--- src/verilog/pfs_pkg.sv ---
// package: constants for the pfc fault sequencer
package pfs_pkg;
  localparam int CLK_KHZ = 40000;
  localparam int T_PEAK_NS = 200;
  localparam int T_BROWN_NS = 20000;
  localparam int T_OPEN_NS = 1000;
  localparam int T_OVER_NS = 12000;
  localparam int T_DET_NS = 18000;
  localparam int T_DIS_NS = 9000;
  localparam int CYC_PEAK = (T_PEAK_NS * CLK_KHZ + 999999) / 1000000;
  localparam int CYC_BROWN = (T_BROWN_NS * CLK_KHZ + 999999) / 1000000;
  localparam int CYC_OPEN = (T_OPEN_NS * CLK_KHZ + 999999) / 1000000;
  localparam int CYC_OVER = (T_OVER_NS * CLK_KHZ + 999999) / 1000000;
  localparam int CYC_DET = (T_DET_NS * CLK_KHZ + 999999) / 1000000;
  localparam int CYC_DIS = (T_DIS_NS * CLK_KHZ + 999999) / 1000000;
  localparam int SOFT_START_CYC = 4000;
  localparam int CNT_W = 13;
  localparam logic [3:0] ADDR_CTRL = 4'h0;
  localparam logic [3:0] ADDR_STATUS = 4'h4;
  localparam logic [31:0] CTRL_RST = 32'h0000_0000;
  localparam int CTRL_FORCE_OFF_BIT = 0;
  localparam logic [1:0] RESP_OKAY = 2'h0;
  localparam logic [1:0] RESP_SLVERR = 2'h2;
  localparam int CAUSE_BROWN = 0;
  localparam int CAUSE_OPEN = 1;
  localparam int CAUSE_OV1 = 2;
  localparam int CAUSE_OV2 = 3;
  localparam int CAUSE_DIS = 4;
  localparam int ST_STATE_LSB = 0;
  localparam int ST_CAUSE_LSB = 4;
  localparam int ST_MODE_BIT = 9;
  localparam int ST_FOLLOW_BIT = 10;
  localparam int ST_GATE_BIT = 11;
  typedef enum logic [2:0] {
    ST_DETECT = 3'b000,
    ST_SOFT   = 3'b001,
    ST_RUN    = 3'b010,
    ST_FAULT  = 3'b011,
    ST_LATCH  = 3'b100
  } pfs_state_t;
endpackage

--- src/verilog/pfs_blank.sv ---
// blanking counter: flag must persist for a number of cycles
`timescale 1ns/10ps
`default_nettype none
module pfs_blank #(
  parameter int CYC = 8
) (
  // clock and reset
  input  wire logic aclk,
  input  wire logic aresetn,
  // flag in, blanked flag out
  input  wire logic flag,
  output logic      done
);
  logic [pfs_pkg::CNT_W-1:0] cnt_r;

  always_ff @(posedge aclk)
  begin
    if (!aresetn || !flag)
      cnt_r <= '0;
    else if (cnt_r != pfs_pkg::CNT_W'(CYC))
      cnt_r <= cnt_r + 1'b1;
  end

  assign done = flag && (cnt_r == pfs_pkg::CNT_W'(CYC));
endmodule
`default_nettype wire

--- src/verilog/pfs_fault_seq.sv ---
// top: fault supervision, restart sequencing and axi4-lite registers
`timescale 1ns/10ps
`default_nettype none
module pfs_fault_seq #(
  parameter int SOFT_CYC = pfs_pkg::SOFT_START_CYC
) (
  // clock and reset (only reset leaves lockout)
  input  wire logic        aclk,
  input  wire logic        aresetn,
  // comparator flags
  input  wire logic        peak_current_limit,
  input  wire logic        brownout_low,
  input  wire logic        brownout_high,
  input  wire logic        open_loop_fault,
  input  wire logic        boost_follower_sense,
  input  wire logic        first_overvoltage,
  input  wire logic        first_ov_release,
  input  wire logic        second_overvoltage,
  input  wire logic        second_ov_release,
  input  wire logic        enable_low,
  input  wire logic        supply_detect,
  input  wire logic        vref_ok,
  // pwm timing
  input  wire logic        minimum_off_time_pulse,
  input  wire logic        pwm_on_request,
  input  wire logic        boost_follower_request,
  // outputs
  output logic             gate_drive,
  output logic             boost_follower_en,
  output logic             soft_start_active,
  output logic             power_down,
  output logic             latched_fault,
  output logic             latch_mode,
  // axi4-lite slave
  input  wire logic [3:0]  s_axi_awaddr,
  input  wire logic        s_axi_awvalid,
  output logic             s_axi_awready,
  input  wire logic [31:0] s_axi_wdata,
  input  wire logic [3:0]  s_axi_wstrb,
  input  wire logic        s_axi_wvalid,
  output logic             s_axi_wready,
  output logic [1:0]       s_axi_bresp,
  output logic             s_axi_bvalid,
  input  wire logic        s_axi_bready,
  input  wire logic [3:0]  s_axi_araddr,
  input  wire logic        s_axi_arvalid,
  output logic             s_axi_arready,
  output logic [31:0]      s_axi_rdata,
  output logic [1:0]       s_axi_rresp,
  output logic             s_axi_rvalid,
  input  wire logic        s_axi_rready
);
  pfs_pkg::pfs_state_t state_r;
  logic [4:0]          cause_r;
  logic [pfs_pkg::CNT_W-1:0] tmr_r;
  logic                latch_mode_r;
  logic                peak_latch_r;
  logic                on_latch_r;
  logic                gate_r;
  logic                follow_kill_r;
  logic                follow_r;
  logic [31:0]         ctrl_r;
  logic                peak_b;
  logic                brown_b;
  logic                open_b;
  logic                follow_b;
  logic                ov1_b;
  logic                ov2_b;
  logic                dis_b;
  logic                ov2_latch_trip;
  logic                det_run;
  logic                aw_have_r;
  logic                w_have_r;
  logic [3:0]          awaddr_r;
  logic [31:0]         wdata_r;
  logic [3:0]          wstrb_r;
  logic                bvalid_r;
  logic [1:0]          bresp_r;
  logic                rvalid_r;
  logic [31:0]         rdata_r;
  logic [1:0]          rresp_r;
  logic                do_write;

  function automatic logic [31:0] merge(input logic [31:0] old, input logic [31:0] nw, input logic [3:0] be);
    logic [31:0] r;
    r = old;
    for (int i = 0; i < 4; i++)
      if (be[i])
        r[i*8 +: 8] = nw[i*8 +: 8];
    return r;
  endfunction

  // blanking filters
  pfs_blank #(.CYC(pfs_pkg::CYC_PEAK)) u_peak (.aclk(aclk), .aresetn(aresetn), .flag(peak_current_limit),
                                               .done(peak_b));
  pfs_blank #(.CYC(pfs_pkg::CYC_BROWN)) u_brown (.aclk(aclk), .aresetn(aresetn), .flag(brownout_low),
                                                 .done(brown_b));
  pfs_blank #(.CYC(pfs_pkg::CYC_OPEN)) u_open (.aclk(aclk), .aresetn(aresetn), .flag(open_loop_fault),
                                               .done(open_b));
  pfs_blank #(.CYC(pfs_pkg::CYC_OPEN)) u_bof (.aclk(aclk), .aresetn(aresetn), .flag(boost_follower_sense),
                                              .done(follow_b));
  pfs_blank #(.CYC(pfs_pkg::CYC_OVER)) u_ov1 (.aclk(aclk), .aresetn(aresetn), .flag(first_overvoltage),
                                              .done(ov1_b));
  pfs_blank #(.CYC(pfs_pkg::CYC_OVER)) u_ov2 (.aclk(aclk), .aresetn(aresetn), .flag(second_overvoltage),
                                              .done(ov2_b));
  pfs_blank #(.CYC(pfs_pkg::CYC_DIS)) u_dis (.aclk(aclk), .aresetn(aresetn), .flag(enable_low && vref_ok),
                                              .done(dis_b));

  assign det_run = (state_r == pfs_pkg::ST_DETECT) && supply_detect;
  assign ov2_latch_trip = ov2_b && latch_mode_r && (state_r != pfs_pkg::ST_DETECT);

  // fault causes: set wins over release
  always_ff @(posedge aclk)
  begin
    if (!aresetn)
      cause_r <= '0;
    else
    begin
      if (brown_b)
        cause_r[pfs_pkg::CAUSE_BROWN] <= 1'b1;
      else if (brownout_high)
        cause_r[pfs_pkg::CAUSE_BROWN] <= 1'b0;
      if (open_b)
        cause_r[pfs_pkg::CAUSE_OPEN] <= 1'b1;
      else if (!open_loop_fault)
        cause_r[pfs_pkg::CAUSE_OPEN] <= 1'b0;
      if (ov1_b)
        cause_r[pfs_pkg::CAUSE_OV1] <= 1'b1;
      else if (first_ov_release)
        cause_r[pfs_pkg::CAUSE_OV1] <= 1'b0;
      if (ov2_b && !latch_mode_r)
        cause_r[pfs_pkg::CAUSE_OV2] <= 1'b1;
      else if (second_ov_release)
        cause_r[pfs_pkg::CAUSE_OV2] <= 1'b0;
      if (dis_b)
        cause_r[pfs_pkg::CAUSE_DIS] <= 1'b1;
      else if (!enable_low || !vref_ok)
        cause_r[pfs_pkg::CAUSE_DIS] <= 1'b0;
    end
  end

  // sequencer
  always_ff @(posedge aclk)
  begin
    if (!aresetn)
    begin
      state_r <= pfs_pkg::ST_DETECT;
      tmr_r   <= '0;
    end
    else
    begin
      case (state_r)
        pfs_pkg::ST_DETECT:
        begin
          if (!supply_detect)
            tmr_r <= '0;
          else if (tmr_r == pfs_pkg::CNT_W'(pfs_pkg::CYC_DET))
          begin
            state_r <= pfs_pkg::ST_FAULT;
            tmr_r   <= '0;
          end
          else
            tmr_r <= tmr_r + 1'b1;
        end
        pfs_pkg::ST_SOFT, pfs_pkg::ST_RUN:
        begin
          if (ov2_latch_trip)
            state_r <= pfs_pkg::ST_LATCH;
          else if (cause_r != '0)
          begin
            state_r <= pfs_pkg::ST_FAULT;
            tmr_r   <= '0;
          end
          else if (state_r == pfs_pkg::ST_SOFT)
          begin
            if (tmr_r == pfs_pkg::CNT_W'(SOFT_CYC))
              state_r <= pfs_pkg::ST_RUN;
            else
              tmr_r <= tmr_r + 1'b1;
          end
        end
        pfs_pkg::ST_FAULT:
        begin
          if (ov2_latch_trip)
            state_r <= pfs_pkg::ST_LATCH;
          else if (cause_r == '0)
          begin
            state_r <= pfs_pkg::ST_SOFT;
            tmr_r   <= '0;
          end
        end
        pfs_pkg::ST_LATCH:
          state_r <= pfs_pkg::ST_LATCH;
        default:
          state_r <= pfs_pkg::ST_DETECT;
      endcase
    end
  end

  // mode strap caught at end of detection window
  always_ff @(posedge aclk)
  begin
    if (!aresetn)
      latch_mode_r <= 1'b0;
    else if (det_run && tmr_r == pfs_pkg::CNT_W'(pfs_pkg::CYC_DET))
      latch_mode_r <= !enable_low;
  end

  // pwm latches
  always_ff @(posedge aclk)
  begin
    if (!aresetn || minimum_off_time_pulse)
    begin
      peak_latch_r <= 1'b0;
      on_latch_r   <= 1'b0;
    end
    else
    begin
      if (peak_b)
        peak_latch_r <= 1'b1;
      if (pwm_on_request)
        on_latch_r <= 1'b1;
    end
  end

  always_ff @(posedge aclk)
  begin
    if (!aresetn)
      gate_r <= 1'b0;
    else
      gate_r <= on_latch_r && !peak_latch_r && !peak_b && !minimum_off_time_pulse && (cause_r == '0)
                && !ov2_latch_trip && !ctrl_r[pfs_pkg::CTRL_FORCE_OFF_BIT]
                && (state_r == pfs_pkg::ST_SOFT || state_r == pfs_pkg::ST_RUN);
  end

  // boost follower
  always_ff @(posedge aclk)
  begin
    if (!aresetn || state_r != pfs_pkg::ST_RUN)
      follow_kill_r <= 1'b0;
    else if (follow_r && follow_b)
      follow_kill_r <= 1'b1;
  end

  always_ff @(posedge aclk)
  begin
    if (!aresetn)
      follow_r <= 1'b0;
    else
      follow_r <= boost_follower_request && !follow_kill_r && !(follow_r && follow_b)
                && state_r == pfs_pkg::ST_RUN && cause_r == '0;
  end

  // axi4-lite write
  assign s_axi_awready = !aw_have_r && !bvalid_r;
  assign s_axi_wready  = !w_have_r && !bvalid_r;
  assign do_write      = aw_have_r && w_have_r && !bvalid_r;

  always_ff @(posedge aclk)
  begin
    if (!aresetn)
    begin
      aw_have_r <= 1'b0;
      w_have_r  <= 1'b0;
      awaddr_r  <= '0;
      wdata_r   <= '0;
      wstrb_r   <= '0;
    end
    else
    begin
      if (s_axi_awvalid && s_axi_awready)
      begin
        aw_have_r <= 1'b1;
        awaddr_r  <= s_axi_awaddr;
      end
      else if (do_write)
        aw_have_r <= 1'b0;
      if (s_axi_wvalid && s_axi_wready)
      begin
        w_have_r <= 1'b1;
        wdata_r  <= s_axi_wdata;
        wstrb_r  <= s_axi_wstrb;
      end
      else if (do_write)
        w_have_r <= 1'b0;
    end
  end

  always_ff @(posedge aclk)
  begin
    if (!aresetn)
    begin
      ctrl_r   <= pfs_pkg::CTRL_RST;
      bvalid_r <= 1'b0;
      bresp_r  <= pfs_pkg::RESP_OKAY;
    end
    else if (do_write)
    begin
      bvalid_r <= 1'b1;
      if (awaddr_r[3:2] == pfs_pkg::ADDR_CTRL[3:2])
      begin
        ctrl_r  <= merge(ctrl_r, wdata_r, wstrb_r) & 32'h0000_0001;
        bresp_r <= pfs_pkg::RESP_OKAY;
      end
      else if (awaddr_r[3:2] == pfs_pkg::ADDR_STATUS[3:2])
        bresp_r <= pfs_pkg::RESP_OKAY;
      else
        bresp_r <= pfs_pkg::RESP_SLVERR;
    end
    else if (s_axi_bready)
      bvalid_r <= 1'b0;
  end

  // axi4-lite read
  assign s_axi_arready = !rvalid_r;

  always_ff @(posedge aclk)
  begin
    if (!aresetn)
    begin
      rvalid_r <= 1'b0;
      rdata_r  <= '0;
      rresp_r  <= pfs_pkg::RESP_OKAY;
    end
    else if (s_axi_arvalid && !rvalid_r)
    begin
      rvalid_r <= 1'b1;
      rresp_r  <= pfs_pkg::RESP_OKAY;
      rdata_r  <= '0;
      if (s_axi_araddr[3:2] == pfs_pkg::ADDR_CTRL[3:2])
        rdata_r <= ctrl_r;
      else if (s_axi_araddr[3:2] == pfs_pkg::ADDR_STATUS[3:2])
      begin
        rdata_r[pfs_pkg::ST_STATE_LSB +: 3] <= state_r;
        rdata_r[pfs_pkg::ST_CAUSE_LSB +: 5] <= cause_r;
        rdata_r[pfs_pkg::ST_MODE_BIT]       <= latch_mode_r;
        rdata_r[pfs_pkg::ST_FOLLOW_BIT]     <= follow_r;
        rdata_r[pfs_pkg::ST_GATE_BIT]       <= gate_r;
      end
      else
        rresp_r <= pfs_pkg::RESP_SLVERR;
    end
    else if (s_axi_rready)
      rvalid_r <= 1'b0;
  end

  assign s_axi_bvalid      = bvalid_r;
  assign s_axi_bresp       = bresp_r;
  assign s_axi_rvalid      = rvalid_r;
  assign s_axi_rdata       = rdata_r;
  assign s_axi_rresp       = rresp_r;
  assign gate_drive        = gate_r;
  assign boost_follower_en = follow_r;
  assign soft_start_active = (state_r == pfs_pkg::ST_SOFT);
  assign power_down        = cause_r[pfs_pkg::CAUSE_OPEN] || cause_r[pfs_pkg::CAUSE_DIS];
  assign latched_fault     = (state_r == pfs_pkg::ST_LATCH);
  assign latch_mode        = latch_mode_r;
endmodule
`default_nettype wire

--- config.mk ---
export PLATFORM = sky130hd
export DESIGN_NAME = pfs_fault_seq
export DESIGN_NICKNAME = d
export VERILOG_FILES = /design/src/verilog/pfs_pkg.sv /design/src/verilog/pfs_blank.sv /design/src/verilog/pfs_fault_seq.sv
export SDC_FILE = /design/constraint.sdc
export NUM_CORES = 1
export LEC_CHECK = 0
export BUFFER_PORTS_ARGS = -buffer_cell sky130_fd_sc_hd__buf_4
export CAP_MARGIN = 20
export CORE_AREA = 10 10 166 184
export CTS_CLUSTER_DIAMETER = 50
export DETAILED_ROUTE_END_ITERATION = 10
export DIE_AREA = 0 0 176 194
export GPL_ROUTABILITY_DRIVEN = 0
export PLACE_DENSITY_LB_ADDON = 0.2
export SLEW_MARGIN = 20
export SYNTH_ARGS = -nofsm -noshare
export SYNTH_HDL_FRONTEND = slang
export SYNTH_SLANG_ARGS = --single-unit
--- constraint.sdc ---
create_clock -name aclk -period 2.6 [get_ports aclk]
set_input_delay 0.13 -clock aclk [delete_from_list [all_inputs] [get_ports aclk]]
set_output_delay 0.13 -clock aclk [all_outputs]
set_load 0.005 [all_outputs]
==> results_dict.tcl, run 1 <==
set metrics [dict create \
    cellLeakagePower_nw 2.967 \
    critPathTopFamily "compound AO/OA/AOI/OAI gates" \
    drv_slew 0 \
    grtUsageTotal_pct 9.010 \
    ys_warn_count 0 \
    first_pass_iters 4 \
    finalHoldViolCount 0 \
    synth.top_cell.area_share_pct 42.62 \
    grt_max_degree 33 \
    arrival_ns 2.66 \
    min_to "s_axi_rresp[1]" \
    end_kind "flop" \
    ys_async_sr_fraction_pct 0 \
    die_area_sq_um 34140 \
    max_freq_mhz 426.8 \
    cts_max_path_buffers 2 \
    avgSynthCellArea_sq_um 8.745 \
    place_area_sq_um 7288 \
    fin_crit_sh_pct 90.12 \
    n_fill_cell 2854 \
    tns_ns 0 \
    wirelength_mm 15.42 \
    netlist_area_sq_um 6576 \
    finish.utilization_pct 29.92 \
    wl_per_cell_um 13.00 \
    diodes 0 \
    crit_path_start_kind "flop" \
    crit_buf_inv 2 \
    seq_area_frac_synth_pct 42.62 \
    power_mw 4.819 \
    max_cap_viol_count 0 \
    max_stage_delay_ns 0.37 \
    yosys.area.top_type "dfxtp_1" \
    viasPerCell 4.271 \
    critPathMaxFanout 13 \
    die_h_um 194 \
    port_buffers 51 \
    min-delay-start "s_axi_araddr[3]" \
    core_sq_um 26640 \
    numCtsBuffers 17 \
    slowest_stage "o31a_2" \
    reg2reg_to "tmr_r[5]" \
    clock_latency_ns 0.41 \
    dp.final_hpwl_mm 11.14 \
    worst_pin_slew_ns 0.5977 \
    start_util_pct 24.68 \
    cts_tree "yes" \
    synth.distinct_cells 59 \
    finClkSkew_ns 0.01045 \
    synthTopCellsByArea "dfxtp_1 (43%), xor2_1 (6.8%), nor2_1 (5.9%), nand3_1 (4.2%), xnor2_1 (3.3%)" \
    nNetsFinal 898 \
    antenna_found_initial 0 \
    hold_depth 3 \
    finalSetupViolations 0 \
    num_vias 5065 \
    ios 113 \
    r2r-start "tmr_r[0]" \
    grt_pass1_vias 4913 \
    outcome "complete, no violations" \
    cts_htree_levels 4 \
    drt_iter0_markers 216 \
    ys_ff_latch 140 \
    post_cts_resized 0 \
    die_w_um 176 \
    ff2ff_path_depth 9 \
    slew_headroom_pct 59.82 \
    rows 63 \
    area_growth_syn_to_layout_pct 21.23 \
    grt_first_pass_wirelength_mm 25.28 \
    worstHoldPathType "primary input to flop" \
    p_per_area_nw_per_um2 604.4 \
    rrSetupSlack_ns 0.26 \
    clk_pin_slew_worst_paths_ns 0.06 \
    synth_edf_count 0 \
    remaining_drc_errors 0 \
    worst_ir_drop_vdd_mv 0.3171 \
    clock-sinks 140 \
    grt_setup_unrepaired "no" \
    ant_nets 0 \
    required_ns 2.92 \
    synth_most_common_cell "dfxtp_1" \
    critPathLaunch "tmr_r[0]" \
    synthTopCellsByCount "dfxtp_1 (140), nor2_1 (104), nand3_1 (55)" \
    critical_path_class "flop to flop" \
    crit_chain "inv_1 -> ha_1 -> nor4b_1 -> nor4bb_1 -> buf_4 -> a32o_1 -> o31a_2 -> a22oi_1 -> o31ai_1" \
    netlist_instances 752 \
    drive_gt1_share_pct 13.27 \
    period_needed_ns 2.343 \
    grt-ovfl-total 0 \
    synth-main-ff-cell "dfxtp_1" \
    root_buffer "clkbuf_16" \
    finalInstanceArea_sq_um 7973 \
]
-- state kept, by name, summed over array words and instances, names as in the netlist, 2 cells and up --
register       count
s_axi_rdata       11
u_bof.cnt_r       13
tmr_r             13
u_open.cnt_r      13
u_ov1.cnt_r       13
cause_r            5
u_ov2.cnt_r       13
u_peak.cnt_r      13
state_r            3
awaddr_r           2
u_dis.cnt_r       13
u_brown.cnt_r     13
-- how the worst max path moves through the flow --
stage | to | cells past startpoint | slack [ns]
6_report | tmr_r[5] | 9 | 0.26
4_1_cts | tmr_r[11] | 9 | 0.22
5_1_grt | tmr_r[5] | 9 | 0.06
3_5_place_dp | tmr_r[8] | 7 | 0.24
3_3_place_gp | tmr_r[10] | 9 | 0.18
2_1_floorplan | state_r[1] | 9 | 0.47
-- timing repair --
action	4_1_cts	5_1_grt
setup buffers	0	0
hold buffers	10	0
endpoints found under the hold margin	9	0
endpoints found under the setup margin	0	0
-- routing by layer --
layer,share of wire (%),track usage [%],vias up
met5,0,0,-
li1,-,-,2659
met1,49,11.60,2335
met2,46,13.95,62
met3,3.7,2.610,9
met4,1.1,3.286,0
-- cells by family after synthesis --
family	Yosys count	synth area share, %
fa+ha+maj	16	3.044
buf+inv	79	6.145
mux	15	2.321
flops	140	42.62
compound gates	69	7.192
other cells	1	0.05702
simple gates	356	28.50
xor+xnor	76	10.12
-- worst register-to-register path, cell delays in order, from the launching register on --
cell and delay (ns):
dfxtp_1 0.34, inv_1 0.07, ha_1 0.13, nor4b_1 0.33
nor4bb_1 0.35, buf_4 0.17, a32o_1 0.26, o31a_2 0.37
a22oi_1 0.15, o31ai_1 0.08
-- cell usage in the layout (no fill, tap or decap), types with 5 or more instances in the layout --
| cell type | instances |
|---|---|
| nor4b_1 | 10 |
| o21ai_1 | 5 |
| nand4_1 | 11 |
| nor2_1 | 104 |
| nor4bb_1 | 5 |
| and3_1 | 24 |
| clkbuf_16 | 17 |
| mux2i_1 | 13 |
| dfxtp_1 | 140 |
| a22oi_1 | 13 |
| a21oi_1 | 18 |
| nor3b_1 | 5 |
| conb_1 | 23 |
| ha_1 | 16 |
| xnor2_1 | 25 |
| dlygate4sd3_1 | 10 |
| and2_1 | 7 |
| and4_1 | 6 |
| nand2_1 | 50 |
| buf_4 | 63 |
| xor2_1 | 51 |
| nand2b_1 | 8 |
| nor3_1 | 21 |
| nor4_1 | 8 |
| inv_1 | 29 |
| clkinvlp_4 | 5 |
| a31oi_1 | 5 |
| nand3_1 | 55 |
| nor2b_1 | 20 |
-- through the flow --
| stage | worst slack (ns) | std cells | hold slack [ns] |
|---|---|---|---|
| detailed placement | 0.2397 | 1144 | 0.3704 |
| finish | 0.2568 | 1186 | 0.02038 |
| CTS | 0.2184 | 1186 | 0.002075 |
| floorplan | 0.4682 | 774 | 0.2458 |
| global placement | 0.1831 | 1144 | 0.3590 |
| global route | 0.05817 | 1186 | 0.009650 |
-- where the power goes --
group	internal, mW	total (mW)	switching [mW]	leakage, nW
Combinational	0.0988	0.221	0.122	1.57
Clock	1.45	2.41	0.965	0.269
Sequential	2.17	2.19	0.0204	1.13
-- layout make-up --
cell class | instances | area, sq um | share of cell area (%)
tap | 357 | 446.7 | 5.603
multi-input combinational | 555 | 3457 | 43.36
timing repair buffer | 73 | 573.1 | 7.188
sequential | 140 | 2803 | 35.15
clock inverter | 12 | 137.6 | 1.726
clock buffer | 20 | 446.7 | 5.603
inverter | 29 | 108.9 | 1.365
(Power assumes the default switching activity.)
==> inputs of run 2 (changes only) <==
--- a/config.mk
+++ b/config.mk
@@ -5,12 +5,13 @@
 export SDC_FILE = /design/constraint.sdc
 export NUM_CORES = 1
 export LEC_CHECK = 0
+export ABC_AREA = 1
 export BUFFER_PORTS_ARGS = -buffer_cell sky130_fd_sc_hd__buf_4
 export CAP_MARGIN = 20
-export CORE_AREA = 10 10 166 184
+export CORE_AREA = 10 10 170 188
 export CTS_CLUSTER_DIAMETER = 50
 export DETAILED_ROUTE_END_ITERATION = 10
-export DIE_AREA = 0 0 176 194
+export DIE_AREA = 0 0 180 198
 export GPL_ROUTABILITY_DRIVEN = 0
 export PLACE_DENSITY_LB_ADDON = 0.2
 export SLEW_MARGIN = 20
==> results_dict.tcl, run 2 <==
set metrics [dict create \
    core_sq_um 28220 \
    grt_pass1_vias 6129 \
    first_pass_iters 4 \
    grt_first_pass_wirelength_mm 29.46 \
    cts_tree "yes" \
    post_cts_resized 0 \
    ys_ff_latch 140 \
    synth.top_cell.area_share_pct 40.55 \
    grtUsageTotal_pct 9.927 \
    ff2ff_path_depth 10 \
    root_buffer "clkbuf_16" \
    netlist_area_sq_um 6912 \
    tns_ns 0 \
    die_area_sq_um 35640 \
    cellLeakagePower_nw 3.345 \
    numCtsBuffers 17 \
    crit_path_start_kind "flop" \
    p_per_area_nw_per_um2 669.2 \
    drt_iter0_markers 347 \
    synth-main-ff-cell "dfxtp_1" \
    antenna_found_initial 0 \
    grt-ovfl-total 0 \
    ant_nets 0 \
    synth_most_common_cell "nand2_1" \
    die_h_um 198 \
    finalSetupViolations 0 \
    arrival_ns 2.31 \
    viasPerCell 4.289 \
    cts_max_path_buffers 2 \
    area_growth_syn_to_layout_pct 21.07 \
    clock-sinks 140 \
    reg2reg_to "tmr_r[10]" \
    ys_async_sr_fraction_pct 0 \
    critPathLaunch "u_ov2.cnt_r[1]" \
    clock_latency_ns 0.43 \
    num_vias 6223 \
    required_ns 2.96 \
    die_w_um 180 \
    fin_crit_sh_pct 75.14 \
    critical_path_class "flop to flop" \
    cts_htree_levels 4 \
    finish.utilization_pct 29.65 \
    netlist_instances 995 \
    drive_gt1_share_pct 10.90 \
    port_buffers 51 \
    grt_max_degree 28 \
    rrSetupSlack_ns 0.65 \
    drv_slew 0 \
    seq_area_frac_synth_pct 40.55 \
    rows 65 \
    slew_headroom_pct 61.15 \
    ios 113 \
    synth_edf_count 0 \
    final_common_cell "nand2_1" \
    yosys.area.top_type "dfxtp_1" \
    r2r-start "u_ov2.cnt_r[1]" \
    max_cap_viol_count 0 \
    layout_common_cells "nand2_1 (178), inv_1 (150), dfxtp_1 (140)" \
    cp-endpoint "tmr_r[10]" \
    grt_setup_unrepaired "no" \
    end_kind "flop" \
    avgSynthCellArea_sq_um 6.946 \
    max_freq_mhz 511.8 \
    clk_pin_slew_worst_paths_ns 0.06 \
    synth.distinct_cells 45 \
    remaining_drc_errors 0 \
    outcome "complete, no violations" \
    wirelength_mm 17.59 \
    worst_ir_drop_vdd_mv 0.4527 \
    synthTopCellsByCount "nand2_1 (178), inv_1 (150), dfxtp_1 (140)" \
    worst_pin_slew_ns 0.5784 \
    nNetsFinal 1152 \
    dp.final_hpwl_mm 13.40 \
    finClkSkew_ns 0.009109 \
    synthTopCellsByArea "dfxtp_1 (41%), nand2_1 (9.7%), inv_1 (8.1%), a21oi_1 (6.5%), nor2_1 (6.2%)" \
    critPathMaxFanout 7 \
    period_needed_ns 1.954 \
    diodes 0 \
    wl_per_cell_um 12.12 \
    finalHoldViolCount 0 \
    ys_warn_count 0 \
    worstHoldPathType "primary input to flop" \
    start_util_pct 24.49 \
]
==> run 2: cell count changes after synthesis, moves of 20 or more <==
cell     before  now
o21ai_0       4   75
nor2b_1      20    0
xnor2_1      25    1
inv_1        29  150
xor2_1       51    4
nand2_1      50  178
a21oi_1      18   90
and3_1       24    2
==> run 2: logic make-up after synthesis <==
kind of cell | share of synthesized area (%)
adder cells (fa/ha/maj) | 2.896
AND/OR/NAND/NOR | 28.67
AO/OA/AOI/OAI | 15.26
buffers and inverters | 11.93
flip-flops | 40.55
XOR/XNOR | 0.6336
other | 0.05426
==> run 2: layer usage <==
metal,track usage (%),vias up,share of wire (%)
met3,2.556,21,4.0
met2,16.32,83,46
met4,3.371,0,1.5
met5,0,-,0
met1,12.37,2771,48
li1,-,3348,-
==> run 2: cell type report <==
class	count	area [sq um]
Multi-Input combinational cell	683	3367
Sequential cell	140	2803
Inverter	162	608.1
Clock inverter	13	158.9
Fill cell	3075	19850
Clock buffer	19	442.9
Tap cell	368	460.4
Timing Repair Buffer	66	528.0
==> run 2: worst min-delay path by stage <==
stage                      startpoint         end  slack [ns]  cells past startpoint
2_1_floorplan        first_ov_release  cause_r[2]        0.24                      1
3_3_place_gp            brownout_high  cause_r[0]        0.34                      2
3_5_place_dp            brownout_high  cause_r[0]        0.34                      2
4_1_cts        minimum_off_time_pulse  on_latch_r       0.003                      3
5_1_grt        minimum_off_time_pulse  on_latch_r        0.01                      3
6_report       minimum_off_time_pulse  on_latch_r       0.009                      3
==> run 2: through the flow <==
step	setup WS (ns)	total power, mW	hold WS (ns)	cells	instance area, sq um
3_3_place_gp	0.6916	3.157	0.3445	1406	7636
5_1_grt	0.4284	5.904	0.01128	1451	8368
2_1_floorplan	1.043	2.931	0.2410	1017	6994
4_1_cts	0.6111	5.682	0.002768	1451	8368
6_report	0.6463	5.600	0.009111	1451	8368
3_5_place_dp	0.6372	3.152	0.3377	1406	7636
==> run 2: critical path, cell delays in order (launching register included) <==
cell and delay, ns:
dfxtp_1 0.33, inv_1 0.08, ha_1 0.17, nand2_1 0.06, nor3_1 0.19, nand2_1 0.17, nor2_1 0.20, nand3_1 0.17
nand2_1 0.27, nand2_1 0.12, a21oi_2 0.14
==> run 2: what timing repair did <==
action | 4_1_cts | 5_1_grt
endpoints found under the hold margin | 11 | 0
buffers inserted | 0 | 0
hold buffers | 13 | 0
==> run 2: report_power, final <==
group,switching (mW),internal (mW),total [mW]
clock,1.03,1.47,2.49
sequential,0.0610,2.21,2.27
combinational,0.555,0.285,0.841
total,1.64,3.96,5.60
